[config.mk]
export PLATFORM = sky130hd
export DESIGN_NAME = isd_top
export DESIGN_NICKNAME = d
export VERILOG_FILES = /design/src/isd_pkg.sv /design/src/isd_scl_gen.sv /design/src/isd_irq_status.sv /design/src/isd_top.sv
export SDC_FILE = /design/constraint.sdc
export NUM_CORES = 1
export LEC_CHECK = 0
export ABC_AREA = 1
export BUFFER_PORTS_ARGS = -buffer_cell sky130_fd_sc_hd__buf_2
export CAP_MARGIN = 20
export CORE_MARGIN = 2
export CORE_UTILIZATION = 47
export CTS_CLUSTER_SIZE = 14
export DETAILED_ROUTE_END_ITERATION = 8
export GPL_TIMING_DRIVEN = 0
export PLACE_DENSITY = 0.76
export SYNTH_ARGS = -nofsm -noshare
export SYNTH_HDL_FRONTEND = slang
export SYNTH_SLANG_ARGS = --single-unit
[constraint.sdc]
create_clock -name aclk -period 1.8 [get_ports aclk]
set_clock_uncertainty 0.05 [all_clocks]
set_input_delay 0.09 -clock aclk [delete_from_list [all_inputs] [get_ports aclk]]
set_output_delay 0.09 -clock aclk [all_outputs]
set_load 0.05 [all_outputs]
[src/isd_pkg.sv]
// constants shared by the serial-clock divider and interrupt-enable block
// assumes a single 200 mhz bus clock and an axi4-lite register port
package isd_pkg;

    // ****************************************************************
    // register byte addresses
    // ****************************************************************
    localparam logic [31:0] ADDR_STATUS = 32'h400a0004;
    localparam logic [31:0] ADDR_CONTROL = 32'h400a0008;
    localparam logic [31:0] ADDR_SCL_HIGH = 32'h400a000c;
    localparam logic [31:0] ADDR_SCL_LOW = 32'h400a0010;

    // ****************************************************************
    // field positions, shared by control enables and status flags, except soft reset bit 8, which is control only
    // ****************************************************************
    localparam int BIT_TRANSACTION_DONE = 0;
    localparam int BIT_NO_ACK = 2;
    localparam int BIT_DATA_REQUEST = 3;
    localparam int BIT_SOFT_RESET = 8;
    localparam int IRQ_W = 4;
    localparam logic [3:0] IRQ_FIELD_MASK = 4'hd;
    localparam logic [3:0] READ_CLEAR_MASK = 4'hc;

    // ****************************************************************
    // reset values
    // ****************************************************************
    localparam logic [3:0] ENABLE_RESET = 4'h0;
    localparam logic [3:0] STATUS_RESET = 4'h0;
    localparam int COUNT_W = 10;
    localparam logic [9:0] SCL_COUNT_RESET = 10'h3ff;
    localparam logic [9:0] SCL_COUNT_ONE = 10'h001;

    // ****************************************************************
    // bus answers and state encodings
    // ****************************************************************
    localparam logic [1:0] RESP_OKAY = 2'h0;
    localparam logic [1:0] RESP_SLVERR = 2'h2;

    typedef enum logic [0:0] {
        ISD_SCL_HIGH = 1'b0,
        ISD_SCL_LOW = 1'b1
    } isd_phase_e;

endpackage : isd_pkg

[src/isd_scl_gen.sv]
// serial clock generator: counts bus clocks against the high and low terminal counts
// assumes scl_in is the resolved bus level, already synchronous to aclk
`timescale 1ns/1ps
`default_nettype none

module isd_scl_gen
(
    input wire logic aclk,
    input wire logic aresetn,
    input wire logic soft_reset,
    input wire logic run,
    input wire logic hold,
    input wire logic [isd_pkg::COUNT_W-1:0] high_count,
    input wire logic [isd_pkg::COUNT_W-1:0] low_count,
    input wire logic scl_in,
    output logic scl_out,
    output logic scl_oe,
    output logic scl_rise,
    output logic scl_fall
);

    typedef struct packed {
        isd_pkg::isd_phase_e phase;
        logic [isd_pkg::COUNT_W-1:0] cnt;
        logic rise;
        logic fall;
    } isd_gen_s;

    isd_gen_s st_ff;
    isd_gen_s nxt_st;
    logic [isd_pkg::COUNT_W-1:0] high_tc;
    logic [isd_pkg::COUNT_W-1:0] low_tc;

    // a zero count acts as one, so each phase lasts at least one cycle
    assign high_tc = (high_count == '0) ? isd_pkg::SCL_COUNT_ONE : high_count;
    assign low_tc = (low_count == '0) ? isd_pkg::SCL_COUNT_ONE : low_count;

    // ****************************************************************
    // phase counter
    // ****************************************************************
    always_comb
    begin
        nxt_st = st_ff;
        nxt_st.rise = 1'b0;
        nxt_st.fall = 1'b0;
        if (!run || soft_reset)
        begin
            nxt_st.phase = isd_pkg::ISD_SCL_HIGH;
            nxt_st.cnt = isd_pkg::SCL_COUNT_ONE;
        end
        else
        begin
            // period high plus low
            case (st_ff.phase)
                isd_pkg::ISD_SCL_HIGH:
                begin
                    // a slave stretching the clock pauses the high count
                    if (scl_in)
                    begin
                        // high period count
                        if (st_ff.cnt >= high_tc)
                        begin
                            nxt_st.phase = isd_pkg::ISD_SCL_LOW;
                            nxt_st.cnt = isd_pkg::SCL_COUNT_ONE;
                            nxt_st.fall = 1'b1;
                        end
                        else
                        begin
                            nxt_st.cnt = st_ff.cnt + isd_pkg::SCL_COUNT_ONE;
                        end
                    end
                end
                isd_pkg::ISD_SCL_LOW:
                begin
                    // low period count
                    if (st_ff.cnt >= low_tc)
                    begin
                        // hold scl low
                        if (!hold)
                        begin
                            nxt_st.phase = isd_pkg::ISD_SCL_HIGH;
                            nxt_st.cnt = isd_pkg::SCL_COUNT_ONE;
                            nxt_st.rise = 1'b1;
                        end
                    end
                    else
                    begin
                        nxt_st.cnt = st_ff.cnt + isd_pkg::SCL_COUNT_ONE;
                    end
                end
                default:
                begin
                    nxt_st.phase = isd_pkg::ISD_SCL_HIGH;
                    nxt_st.cnt = isd_pkg::SCL_COUNT_ONE;
                end
            endcase
        end
    end

    always_ff @(posedge aclk)
    begin
        if (!aresetn)
        begin
            st_ff <= '{isd_pkg::ISD_SCL_HIGH, isd_pkg::SCL_COUNT_ONE, 1'b0, 1'b0};
        end
        else
        begin
            st_ff <= nxt_st;
        end
    end

    // open drain: only ever pulls low
    assign scl_out = 1'b0;
    assign scl_oe = (st_ff.phase == isd_pkg::ISD_SCL_LOW);
    assign scl_rise = st_ff.rise;
    assign scl_fall = st_ff.fall;

endmodule : isd_scl_gen

`default_nettype wire

[src/isd_irq_status.sv]
// sticky interrupt flags with enable gating onto one level interrupt
// assumes event inputs are one-cycle pulses from the transfer engine
`timescale 1ns/1ps
`default_nettype none

module isd_irq_status
(
    input wire logic aclk,
    input wire logic aresetn,
    input wire logic soft_reset,
    input wire logic [isd_pkg::IRQ_W-1:0] event_set,
    input wire logic read_clear,
    input wire logic done_w1c,
    input wire logic [isd_pkg::IRQ_W-1:0] enable,
    output logic [isd_pkg::IRQ_W-1:0] status,
    output logic irq
);

    typedef struct packed {
        logic [isd_pkg::IRQ_W-1:0] sts;
        logic irq;
    } isd_sts_s;

    isd_sts_s st_ff;
    isd_sts_s nxt_st;

    always_comb
    begin
        nxt_st = st_ff;
        // soft reset clears
        if (soft_reset)
        begin
            nxt_st.sts = isd_pkg::STATUS_RESET;
        end
        if (read_clear)
        begin
            nxt_st.sts = nxt_st.sts & ~isd_pkg::READ_CLEAR_MASK;
        end
        // done cleared by one
        if (done_w1c)
        begin
            nxt_st.sts[isd_pkg::BIT_TRANSACTION_DONE] = 1'b0;
        end
        // an event in the clearing cycle is kept
        nxt_st.sts = nxt_st.sts | (event_set & isd_pkg::IRQ_FIELD_MASK);
        // enabled flag raises irq
        nxt_st.irq = |(nxt_st.sts & enable & isd_pkg::IRQ_FIELD_MASK);
    end

    always_ff @(posedge aclk)
    begin
        if (!aresetn)
        begin
            st_ff <= '{isd_pkg::STATUS_RESET, 1'b0};
        end
        else
        begin
            st_ff <= nxt_st;
        end
    end

    assign status = st_ff.sts;
    assign irq = st_ff.irq;

endmodule : isd_irq_status

`default_nettype wire

[src/isd_top.sv]
// register file, axi4-lite slave and hook-up of the scl divider and interrupt flags
// assumes a transfer engine outside drives the events, run and hold, and takes soft_reset
`timescale 1ns/1ps
`default_nettype none

// Behaviour
// control bit 3 enables data-request irq; scl held low when data runs out
// control bit 2 enables the no-acknowledge irq
// control bit 0 enables transaction-done irq; bit 1 unused
// the three enables reset to zero; writing one enables
// high count register bits 9:0 set scl high cycles
// low count register bits 9:0 set scl low cycles
// both counts reset to 0x3ff, the slowest scl
// scl rate is bus clock over high plus low count
// software uses equal counts for 100 khz
// software uses a longer low count for 400 khz
// maximum counts give the lowest reachable scl rate
// control bit 8 soft reset self clears, keeps divider and control
// done flag set on completion, cleared by writing one to status bit 0
// irq high while a flag is set with its enable
module isd_top
(
    input wire logic aclk,
    input wire logic aresetn,
    input wire logic [31:0] s_axi_awaddr,
    input wire logic s_axi_awvalid,
    output logic s_axi_awready,
    input wire logic [31:0] s_axi_wdata,
    input wire logic [3:0] s_axi_wstrb,
    input wire logic s_axi_wvalid,
    output logic s_axi_wready,
    output logic [1:0] s_axi_bresp,
    output logic s_axi_bvalid,
    input wire logic s_axi_bready,
    input wire logic [31:0] s_axi_araddr,
    input wire logic s_axi_arvalid,
    output logic s_axi_arready,
    output logic [31:0] s_axi_rdata,
    output logic [1:0] s_axi_rresp,
    output logic s_axi_rvalid,
    input wire logic s_axi_rready,
    input wire logic data_request_irq,
    input wire logic no_ack_irq,
    input wire logic transaction_done,
    input wire logic scl_run,
    input wire logic scl_hold,
    input wire logic scl_in,
    output logic scl_out,
    output logic scl_oe,
    output logic scl_rise,
    output logic scl_fall,
    output logic soft_reset,
    output logic irq
);

    typedef struct packed {
        logic aw_held;
        logic [31:0] awaddr;
        logic w_held;
        logic [31:0] wdata;
        logic [3:0] wstrb;
        logic bvalid;
        logic [1:0] bresp;
        logic rvalid;
        logic [31:0] rdata;
        logic [1:0] rresp;
        logic [isd_pkg::IRQ_W-1:0] enable;
        logic [isd_pkg::COUNT_W-1:0] high_cnt;
        logic [isd_pkg::COUNT_W-1:0] low_cnt;
        logic soft_rst;
    } isd_regs_s;

    isd_regs_s st_ff;
    isd_regs_s nxt_st;
    logic [isd_pkg::IRQ_W-1:0] status;
    logic [isd_pkg::IRQ_W-1:0] event_set;
    logic status_read;
    logic done_w1c;
    logic [31:0] wmerge;
    logic [31:0] read_word;
    logic read_hit;

    // ****************************************************************
    // bus handshake
    // ****************************************************************
    // one write answered at a time; new address and data wait for bready
    assign s_axi_awready = !st_ff.aw_held && !st_ff.bvalid;
    assign s_axi_wready = !st_ff.w_held && !st_ff.bvalid;
    assign s_axi_arready = !st_ff.rvalid;
    assign s_axi_bvalid = st_ff.bvalid;
    assign s_axi_bresp = st_ff.bresp;
    assign s_axi_rvalid = st_ff.rvalid;
    assign s_axi_rdata = st_ff.rdata;
    assign s_axi_rresp = st_ff.rresp;

    // ****************************************************************
    // read decode
    // ****************************************************************
    always_comb
    begin
        read_word = '0;
        read_hit = 1'b1;
        case (s_axi_araddr)
            isd_pkg::ADDR_STATUS:
            begin
                read_word[isd_pkg::IRQ_W-1:0] = status;
            end
            isd_pkg::ADDR_CONTROL:
            begin
                // bit 1 reads zero
                read_word[isd_pkg::IRQ_W-1:0] = st_ff.enable & isd_pkg::IRQ_FIELD_MASK;
            end
            isd_pkg::ADDR_SCL_HIGH:
            begin
                read_word[isd_pkg::COUNT_W-1:0] = st_ff.high_cnt;
            end
            isd_pkg::ADDR_SCL_LOW:
            begin
                read_word[isd_pkg::COUNT_W-1:0] = st_ff.low_cnt;
            end
            default:
            begin
                read_hit = 1'b0;
            end
        endcase
    end

    // a status read clears the read-to-clear flags as it is taken
    assign status_read = s_axi_arvalid && s_axi_arready && (s_axi_araddr == isd_pkg::ADDR_STATUS);

    // byte-lane merge of the held write data onto zero
    always_comb
    begin
        for (int i = 0; i < 4; i++)
        begin
            wmerge[8*i +: 8] = st_ff.wstrb[i] ? st_ff.wdata[8*i +: 8] : 8'h00;
        end
    end

    assign done_w1c = st_ff.aw_held && st_ff.w_held && (st_ff.awaddr == isd_pkg::ADDR_STATUS)
                      && wmerge[isd_pkg::BIT_TRANSACTION_DONE];

    // ****************************************************************
    // register state
    // ****************************************************************
    always_comb
    begin
        nxt_st = st_ff;
        // self clearing pulse
        nxt_st.soft_rst = 1'b0;
        if (s_axi_awvalid && s_axi_awready)
        begin
            nxt_st.aw_held = 1'b1;
            nxt_st.awaddr = s_axi_awaddr;
        end
        if (s_axi_wvalid && s_axi_wready)
        begin
            nxt_st.w_held = 1'b1;
            nxt_st.wdata = s_axi_wdata;
            nxt_st.wstrb = s_axi_wstrb;
        end
        if (st_ff.bvalid && s_axi_bready)
        begin
            nxt_st.bvalid = 1'b0;
        end
        if (st_ff.aw_held && st_ff.w_held)
        begin
            nxt_st.aw_held = 1'b0;
            nxt_st.w_held = 1'b0;
            nxt_st.bvalid = 1'b1;
            nxt_st.bresp = isd_pkg::RESP_OKAY;
            case (st_ff.awaddr)
                isd_pkg::ADDR_STATUS:
                begin
                    nxt_st.bresp = isd_pkg::RESP_OKAY;
                end
                isd_pkg::ADDR_CONTROL:
                begin
                    // write one enables
                    if (st_ff.wstrb[0])
                    begin
                        nxt_st.enable = st_ff.wdata[isd_pkg::IRQ_W-1:0] & isd_pkg::IRQ_FIELD_MASK;
                    end
                    // soft reset request
                    nxt_st.soft_rst = wmerge[isd_pkg::BIT_SOFT_RESET];
                end
                isd_pkg::ADDR_SCL_HIGH:
                begin
                    // store high count
                    nxt_st.high_cnt = (wmerge[isd_pkg::COUNT_W-1:0] & {{2{st_ff.wstrb[1]}}, {8{st_ff.wstrb[0]}}})
                                      | (st_ff.high_cnt & ~{{2{st_ff.wstrb[1]}}, {8{st_ff.wstrb[0]}}});
                end
                isd_pkg::ADDR_SCL_LOW:
                begin
                    // store low count
                    nxt_st.low_cnt = (wmerge[isd_pkg::COUNT_W-1:0] & {{2{st_ff.wstrb[1]}}, {8{st_ff.wstrb[0]}}})
                                     | (st_ff.low_cnt & ~{{2{st_ff.wstrb[1]}}, {8{st_ff.wstrb[0]}}});
                end
                default:
                begin
                    nxt_st.bresp = isd_pkg::RESP_SLVERR;
                end
            endcase
        end
        if (st_ff.rvalid && s_axi_rready)
        begin
            nxt_st.rvalid = 1'b0;
        end
        if (s_axi_arvalid && s_axi_arready)
        begin
            nxt_st.rvalid = 1'b1;
            nxt_st.rdata = read_word;
            nxt_st.rresp = read_hit ? isd_pkg::RESP_OKAY : isd_pkg::RESP_SLVERR;
        end
    end

    always_ff @(posedge aclk)
    begin
        if (!aresetn)
        begin
            // enables off
            // slowest divider
            st_ff <= '{1'b0, 32'h0000_0000, 1'b0, 32'h0000_0000, 4'h0, 1'b0, isd_pkg::RESP_OKAY,
                       1'b0, 32'h0000_0000, isd_pkg::RESP_OKAY, isd_pkg::ENABLE_RESET,
                       isd_pkg::SCL_COUNT_RESET, isd_pkg::SCL_COUNT_RESET, 1'b0};
        end
        else
        begin
            st_ff <= nxt_st;
        end
    end

    assign soft_reset = st_ff.soft_rst;

    // ****************************************************************
    // interrupt flags
    // ****************************************************************
    always_comb
    begin
        event_set = '0;
        // data request flag
        event_set[isd_pkg::BIT_DATA_REQUEST] = data_request_irq;
        // no acknowledge flag
        event_set[isd_pkg::BIT_NO_ACK] = no_ack_irq;
        // done flag set
        event_set[isd_pkg::BIT_TRANSACTION_DONE] = transaction_done;
    end

    isd_irq_status u_irq_status
    (
        .aclk(aclk),
        .aresetn(aresetn),
        .soft_reset(st_ff.soft_rst),
        .event_set(event_set),
        .read_clear(status_read),
        .done_w1c(done_w1c),
        .enable(st_ff.enable),
        .status(status),
        .irq(irq)
    );

    // ****************************************************************
    // serial clock
    // ****************************************************************
    // 0x3ff counts give the slowest rate the divider can reach
    isd_scl_gen u_scl_gen
    (
        .aclk(aclk),
        .aresetn(aresetn),
        .soft_reset(st_ff.soft_rst),
        .run(scl_run),
        .hold(scl_hold),
        .high_count(st_ff.high_cnt),
        .low_count(st_ff.low_cnt),
        .scl_in(scl_in),
        .scl_out(scl_out),
        .scl_oe(scl_oe),
        .scl_rise(scl_rise),
        .scl_fall(scl_fall)
    );

endmodule : isd_top

`default_nettype wire

==> results.toml, run 1 <==
[synth]
synth-seq-cells = 101
syn_area_per_cell_um2 = 6.93
syn-cell-area_mm2 = 0.00551
yosysMostFrequentCell = "nand2_1"
synth-edff-count = 0
ys.warnings.count = 0
synthArstFlopShare_pct = 0
synth_commonest_cells = "nand2_1, nor2_1, dfxtp_1"
synthTopCellsByArea = "dfxtp_1, nand2_1, nor2_1"
synth_top_area_share_pct = 36.7
yosys.cell_types.count = 39
seq_area_frac_synth_pct = 36.7
yosysTopAreaCell = "dfxtp_1"
syn-instance-count = 795
synth_ff_type = "dfxtp_1"

[drt]
drc = 0
viasPerCell = 4.83
firstDrtPassIters = 8
wirelength_mm = 13.9
met1Wirelength_mm = 6.32
wl_per_cell_um = 12.3
wl_met3_um = 689
routed.top_layer = "met4"
vias = 5480
wl_met2_mm = 6.70
drt-initial-drc-count = 260
ant_nets = 0

[layout]
regArea_mm2 = 0.00203
drive_gt1_share_pct = 25.6
antenna_cells = 0
area_growth_pct = 31.6
finalNonFillerCells = 1135
fillers = 1048
multi_input_area_mm2 = 0.00302
nNetsFinal = 1121

[critical_path]
startpoint_type = "flip-flop"
arrival_ns = 2.24
required_ns = 2.03
cp_common_cell = "nand2_1"
cp-end-kind = "flip-flop"
reg2reg_depth = 12
crit_type = "flip-flop to flip-flop"
path_max_fanout = 6
slowest_stage = "dfxtp_2"
slowest_delay_ns = 0.35
path_cells = "nor4_4, a31o_2, ha_4, o21ai_2, nand2_2, nand3_4, nand4_4, nand2_4, nand2_1, nand2_1, nand2_1, nor2_1"

[timing]
grt_setup_unrepaired = "true"
hold_violations = 0
final.min_clock_period_ns = 2.01
final.period_utilization_pct = 112
hold_ws_ns = 0.00464
fmax_ghz = 0.498
worstMarginPinSlew_ns = 0.645
setup_viol = 11
worst_slack_ns = -0.210
slew_viol_final = 0
slew_headroom_pct = 57.0
finalSetupTns_ns = -1.86

[global_routing]
antenna_found_initial = 0
overflow = 0
grt_pass1_vias = 5128
grt.total_usage_pct = 22.1
grt_pass1_wl_mm = 23.2
grt_max_degree = 19

[place]
port_buffers = 109
place_inst = 1071
pre_cts_ws_ns = -0.273
dpl.hpwl_mm = 9.89
gp_congestion = 0.876

[floorplanning]
rows = 39
ios = 160
initial_core_util_pct = 48.2
chipHeight_um = 112
die_w_um = 112
core_area_mm2 = 0.0114
die_area_mm2 = 0.0126

[min_path]
whs_path_depth = 3
hp-class = "primary input to flip-flop"

[run_status]
violations = "setup timing"
run_status = "complete, but fails checks"

[clock_tree]
cts_root_buf = "clkbuf_16"
cts_tree = "yes"
cts_buffer_depth = 2
clk_latency_ns = 0.34
cts_num_sinks = 101
clk_pin_slew_ns = 0.07
cts_buffers = 9
htree_levels = 3

[power]
ir_drop_mv = 0.476
cellPowerDensity_mw_per_mm2 = 714
power_leakage_nw = 3.73

[flow_run]
cap_viol_max_count = 0
[power breakdown]
group | internal (mW) | switching (mW) | total (mW)
clock | 0.956 | 0.916 | 1.87
sequential | 2.35 | 0.0803 | 2.43
combinational | 0.326 | 0.546 | 0.872
[worst max-delay path: cells and delay by family, from the launching register on]
kind | cells | cell delay (ns)
adder cells (fa/ha/maj) | 1 | 0.20
AND/OR/NAND/NOR | 9 | 1.01
flip-flops | 1 | 0.35
AO/OA/AOI/OAI | 2 | 0.35
[what timing repair did]
action	CTS	global route
endpoints found under the setup margin	13	23
hold endpoints to repair	43	0
gates resized for setup	13	18
hold buffers	42	0
pin swaps	13	15
setup buffers	3	3
[cells in the final DEF (no fill, tap or decap), types with 20 or more instances in the layout]
cell type / count
nand2_1: 152
nor2_1: 123
buf_2: 115
dfxtp_1: 94
inv_1: 76
nand3_1: 61
o21ai_0: 49
buf_4: 43
dlygate4sd3_1: 42
a21oi_1: 35
conb_1: 25
ha_1: 20
[metrics by stage]
| stage | instance area, µm² | total power [mW] | util [%] |
|---|---|---|---|
| global placement | 6370 | 3.25 | 55.8 |
| detailed placement | 6370 | 3.26 | 55.8 |
| CTS | 7150 | 5.17 | 62.6 |
| floorplan | 5640 | 3.04 | - |
| finish | 7250 | 5.17 | 63.5 |
| global route | 7250 | 5.40 | 63.5 |
[cell families (layout without fill, tap and decap cells)]
kind of cell,count (synthesis),after routing,share of synthesized area (%)
buffers and inverters,146,319,12.9
flip-flops,101,101,36.7
other,1,25,0.0681
AND/OR/NAND/NOR,409,409,33.4
AO/OA/AOI/OAI,114,114,11.7
XOR/XNOR,3,3,0.477
adder cells (fa/ha/maj),21,21,4.77
[routing by layer]
layer | GRT usage (%) | vias to the layer above
met5 | 0 | -
met4 | 6.34 | 0
met3 | 3.56 | 12
met2 | 38.6 | 146
met1 | 28.4 | 2440
li1 | - | 2882
[final timing paths]
path             startpoint                  end  slack [ns]
max               flip-flop  u_scl_gen.st_ff[11]       -0.21
max reg2reg       flip-flop  u_scl_gen.st_ff[11]       -0.21
min          s_axi_wdata[2]            st_ff[69]       0.005
min reg2reg      st_ff[131]           st_ff[131]        0.40
[layout make-up]
cell class / count / share of cell area, %
repair buffers: 157 / 14.2
well taps: 143 / 2.47
flip-flops and latches: 101 / 28.1
clock buffers: 9 / 3.11
plain buffers: 60 / 5.33
clock inverters: 7 / 0.811
inverters: 86 / 4.45
multi-input cells: 572 / 41.6
No activity file was read; power rests on OpenSTA's default activity.
==> inputs of run 2 (changes only) <==
--- a/config.mk
+++ b/config.mk
@@ -9,11 +9,11 @@
 export BUFFER_PORTS_ARGS = -buffer_cell sky130_fd_sc_hd__buf_2
 export CAP_MARGIN = 20
 export CORE_MARGIN = 2
-export CORE_UTILIZATION = 47
+export CORE_UTILIZATION = 25
 export CTS_CLUSTER_SIZE = 14
 export DETAILED_ROUTE_END_ITERATION = 8
 export GPL_TIMING_DRIVEN = 0
-export PLACE_DENSITY = 0.76
+export PLACE_DENSITY = 0.46
 export SYNTH_ARGS = -nofsm -noshare
 export SYNTH_HDL_FRONTEND = slang
 export SYNTH_SLANG_ARGS = --single-unit
==> results.toml, run 2 (synthesized netlist as in run 1, its figures left out) <==
[layout]
nNetsFinal = 1133
antenna_cells = 0
fillers = 2409
drive_gt1_share_pct = 26.7
area_growth_pct = 37.7
regArea_mm2 = 0.00204
multi_input_area_mm2 = 0.00304
post-route-util_pct = 34.9
final_common_cell = "nand2_1"
finalNonFillerCells = 1284
final_cell_mix = "nand2_1, nor2_1, buf_2"

[drt]
vias = 5420
drc = 0
ant_nets = 0
viasPerCell = 4.22
wl_per_cell_um = 11.8
drt-initial-drc-count = 276
firstDrtPassIters = 7
wirelength_mm = 15.2

[power]
ir_drop_mv = 0.431
power_leakage_nw = 3.80
cellPowerDensity_mw_per_mm2 = 705

[run_status]
run_status = "complete, but fails checks"
violations = "setup timing"

[critical_path]
r2r_slack_ns = -0.21
reg2reg_depth = 11
worstReg2RegEnd = "u_scl_gen.st_ff[9]"
crit_type = "flip-flop to flip-flop"
critPathTopFamily = "simple AND/OR/NAND/NOR gates"
required_ns = 1.99
path_cells = "nor4_2, a31o_2, ha_4, o21ai_2, nand2_2, nand3_4, nand4_4, nand3_4, nor2_1, nor2_1, nor2_1"
startpoint_type = "flip-flop"
arrival_ns = 2.20
slowest_delay_ns = 0.34
path_buf_inv = 0
cp_common_cell = "nor2_1"
cp-end-kind = "flip-flop"
path_max_fanout = 7
slowest_stage = "dfxtp_2"

[floorplanning]
die_w_um = 152
ios = 160
chipHeight_um = 152
initial_core_util_pct = 25.3
rows = 54
die_area_mm2 = 0.0232
core_area_mm2 = 0.0218

[timing]
fmax_ghz = 0.498
hold_ws_ns = 0.00946
hold_violations = 0
finalSetupTns_ns = -1.96
final.min_clock_period_ns = 2.01
final.period_utilization_pct = 112
slew_viol_final = 0
grt_setup_unrepaired = "true"
worst_slack_ns = -0.210
worstMarginPinSlew_ns = 0.695
setup_viol = 12
slew_headroom_pct = 53.7

[global_routing]
grt_pass1_wl_mm = 25.7
overflow = 0
grt_max_degree = 23
antenna_found_initial = 0
grt_pass1_vias = 5217
grt.total_usage_pct = 13.6

[flow_run]
cap_viol_max_count = 0

[clock_tree]
cts_root_buf = "clkbuf_16"
cts_buffers = 9
clk_pin_slew_ns = 0.08
htree_levels = 3
cts_tree = "yes"
clk_latency_ns = 0.36
cts_buffer_depth = 2
cts_num_sinks = 101

[place]
gp_congestion = 0.782
port_buffers = 109
dpl.hpwl_mm = 11.6
place_inst = 1208

[min_path]
whs_path_depth = 4
worstHoldStart = "s_axi_arvalid"
hp-class = "primary input to flip-flop"
holdPathEnd = "s_axi_rresp[1]"
## run 2: cell count changes in the layout (fill, tap and decap cells not counted), moves of 3 or more
cell | previous run | this run
dfxtp_1 | 94 | 90
clkinv_8 | 0 | 4
buf_4 | 43 | 51
clkinv_4 | 3 | 0
dlygate4sd3_1 | 42 | 47
## run 2: through the flow
| stage | total power, mW | instance area, µm² | worst slack (ns) |
|---|---|---|---|
| 2_1_floorplan | 3.04 | 5640 | -0.0467 |
| 3_5_place_dp | 3.28 | 6540 | -0.291 |
| 3_3_place_gp | 3.28 | 6540 | -0.311 |
| 5_1_grt | 5.66 | 7590 | -0.350 |
| 4_1_cts | 5.43 | 7460 | -0.202 |
| 6_report | 5.35 | 7590 | -0.210 |
## run 2: worst register-to-register path, delay by kind of cell, from the launching register on
family,cells,cell delay [ns]
flops,1,0.34
simple gates,8,0.95
compound gates,2,0.36
fa+ha+maj,1,0.20
## run 2: how the worst max path moves through the flow
stage	endpoint	from	slack (ns)	cells after the start
after floorplan	st_ff[118]	s_axi_bvalid	-0.05	5
after global placement	u_scl_gen.st_ff[9]	flip-flop	-0.31	14
after detailed placement	u_scl_gen.st_ff[9]	flip-flop	-0.29	11
after CTS	u_scl_gen.st_ff[10]	flip-flop	-0.20	12
after global routing	u_scl_gen.st_ff[11]	flip-flop	-0.35	14
final	u_scl_gen.st_ff[9]	flip-flop	-0.21	11
## run 2: area by class of cell
class,instances,share of cell area (%)
Timing Repair Buffer,169,14.7
Clock buffer,9,2.97
Clock inverter,7,1.27
Sequential cell,101,26.9
Tap cell,280,4.62
Inverter,86,4.26
Multi-Input combinational cell,572,40.1
Buffer,60,5.10
## run 2: timing repair
item / in CTS / in global routing
hold buffers: 47 / 0
hold endpoints to repair: 48 / 0
pin swaps: 14 / 18
gates resized for setup: 22 / 19
setup buffers: 5 / 8
setup endpoints to repair: 13 / 25
## run 2: layer usage
metal	share of wire [%]	global-route usage [%]	wire length [µm]
met2	46	22.1	6910
met5	0	0	0
met1	50	18.6	7580
met3	3.5	2.59	524
met4	0.96	3.17	145
## run 2: where the power goes
group	internal (mW)	switching (mW)	total (mW)
Sequential	2.34	0.0819	2.43
Combinational	0.335	0.544	0.879
Clock	1.01	1.03	2.05
Total	3.69	1.66	5.35
==> inputs of run 3 (changes only) <==
--- a/config.mk
+++ b/config.mk
@@ -13,7 +13,7 @@
 export CTS_CLUSTER_SIZE = 14
 export DETAILED_ROUTE_END_ITERATION = 8
 export GPL_TIMING_DRIVEN = 0
-export PLACE_DENSITY = 0.46
+export PLACE_DENSITY = 0.44
 export SYNTH_ARGS = -nofsm -noshare
 export SYNTH_HDL_FRONTEND = slang
 export SYNTH_SLANG_ARGS = --single-unit
==> constraint.sdc (replaced) <==
create_clock -name aclk -period 2.5 [get_ports aclk]
set_clock_uncertainty 0.05 [all_clocks]
set_input_delay 0.125 -clock aclk [delete_from_list [all_inputs] [get_ports aclk]]
set_output_delay 0.125 -clock aclk [all_outputs]
set_load 0.05 [all_outputs]
==> results.toml, run 3 (synthesized netlist as in run 1, its figures left out) <==
[run_status]
run_status = "finished, final reports clean"

[timing]
slew_viol_final = 0
worstMarginPinSlew_ns = 0.672
final.min_clock_period_ns = 2.27
slew_headroom_pct = 55.2
setup_viol = 0
worst_slack_ns = 0.234
hold_violations = 0
fmax_ghz = 0.441
grt_setup_unrepaired = "true"
final.period_utilization_pct = 90.6

[drt]
vias = 5235
drt-initial-drc-count = 191
wirelength_mm = 14.9
ant_nets = 0
viasPerCell = 4.13
wl_per_cell_um = 11.7
firstDrtPassIters = 4
drc = 0

[flow_run]
cap_viol_max_count = 0

[global_routing]
grt_pass1_vias = 4988
overflow = 0
grt.total_usage_pct = 13.0
grt_max_degree = 23
grt_pass1_wl_mm = 24.8
antenna_found_initial = 0

[layout]
final_common_cell = "nand2_1"
drive_gt1_share_pct = 22.5
nNetsFinal = 1116
area_growth_pct = 31.8
final_cell_mix = "nand2_1, nor2_1, buf_2"
final_area_mm2 = 0.00726
finalNonFillerCells = 1267
antenna_cells = 0
post-route-util_pct = 33.4

[place]
pre_cts_ws_ns = 0.156
port_buffers = 109
gp_congestion = 0.761
placed_cell_area_mm2 = 0.00649
place_inst = 1208
dpl.hpwl_mm = 11.7

[power]
power_leakage_nw = 3.68
ir_drop_mv = 0.319
cellPowerDensity_mw_per_mm2 = 530
finalPower_mw = 3.84

[floorplanning]
chipHeight_um = 152
rows = 54
die_area_mm2 = 0.0232
core_area_mm2 = 0.0218
ios = 160
die_w_um = 152
initial_core_util_pct = 25.3

[clock_tree]
cts_num_sinks = 101
cts_buffer_depth = 2
cts_root_buf = "clkbuf_16"
cts_buffers = 9
htree_levels = 3
clk_pin_slew_ns = 0.09
clk_latency_ns = 0.36
cts_tree = "yes"
post_cts_buffers = 0

[critical_path]
path_max_fanout = 7
required_ns = 2.68
cp-end-kind = "flip-flop"
arrival_ns = 2.45
reg2reg_depth = 11
crit_type = "flip-flop to flip-flop"
startpoint_type = "flip-flop"

[min_path]
whs_path_depth = 3
hp-class = "primary input to flip-flop"
## run 3: changes by cell type in the layout (fill, tap and decap cells not counted), sizes merged
cell / previous run / this run
buf: 168 / 155
dlygate4sd3: 47 / 43
## run 3: what timing repair did
item                       4_1_cts  5_1_grt
hold endpoints to repair        44        0
setup endpoints to repair        0        6
hold buffers                    43        0
resized for setup                0        3
## run 3: path summary, 6_finish.rpt
kind | end | start | slack [ns]
worst max-delay path | u_scl_gen.st_ff[8] | flip-flop | 0.23
worst min-delay path | st_ff[129] | s_axi_awaddr[29] | 0.02
worst max register to register | u_scl_gen.st_ff[8] | flip-flop | 0.23
worst min register to register | st_ff[131] | st_ff[131] | 0.40
## run 3: power by group
group	total [mW]	switching, mW	internal, mW
registers	1.75	0.0577	1.69
logic	0.620	0.388	0.232
clock network	1.48	0.747	0.729
total	3.84	1.19	2.65
## run 3: metal layers
layer	vias up	wire [µm]	track usage, %
met4	0	254	4.50
met2	99	6620	21.5
li1	2881	-	-
met5	-	0	0
met3	17	524	1.99
met1	2238	7450	17.5
## run 3: metrics by stage
| stage | hold slack [ns] | setup TNS (ns) |
|---|---|---|
| floorplan | 0.186 | 0 |
| global placement | 0.317 | 0 |
| global route | 0.0382 | -0.00182 |
| detailed placement | 0.315 | 0 |
| finish | 0.0178 | 0 |
| CTS | 0.00621 | 0 |
## run 3: layout make-up
type | count | area [µm²]
clock buffer | 9 | 225
inverter | 86 | 323
buffer | 60 | 387
sequential | 101 | 2020
timing repair buffer | 152 | 976
clock inverter | 7 | 96.3
tap | 280 | 350
multi-input combinational | 572 | 2880
fill | 2407 | 14500
## run 3: worst max-delay path, stage by stage (launching register included)
cell	delay (ns)
dfxtp_1	0.33
nor4_1	0.34
a31o_2	0.21
ha_1	0.22
o21ai_0	0.16
nand2_1	0.10
nand3_1	0.12
nand4_2	0.21
nand3_2	0.22
nor2_1	0.06
nor2_1	0.09
nor2_1	0.04
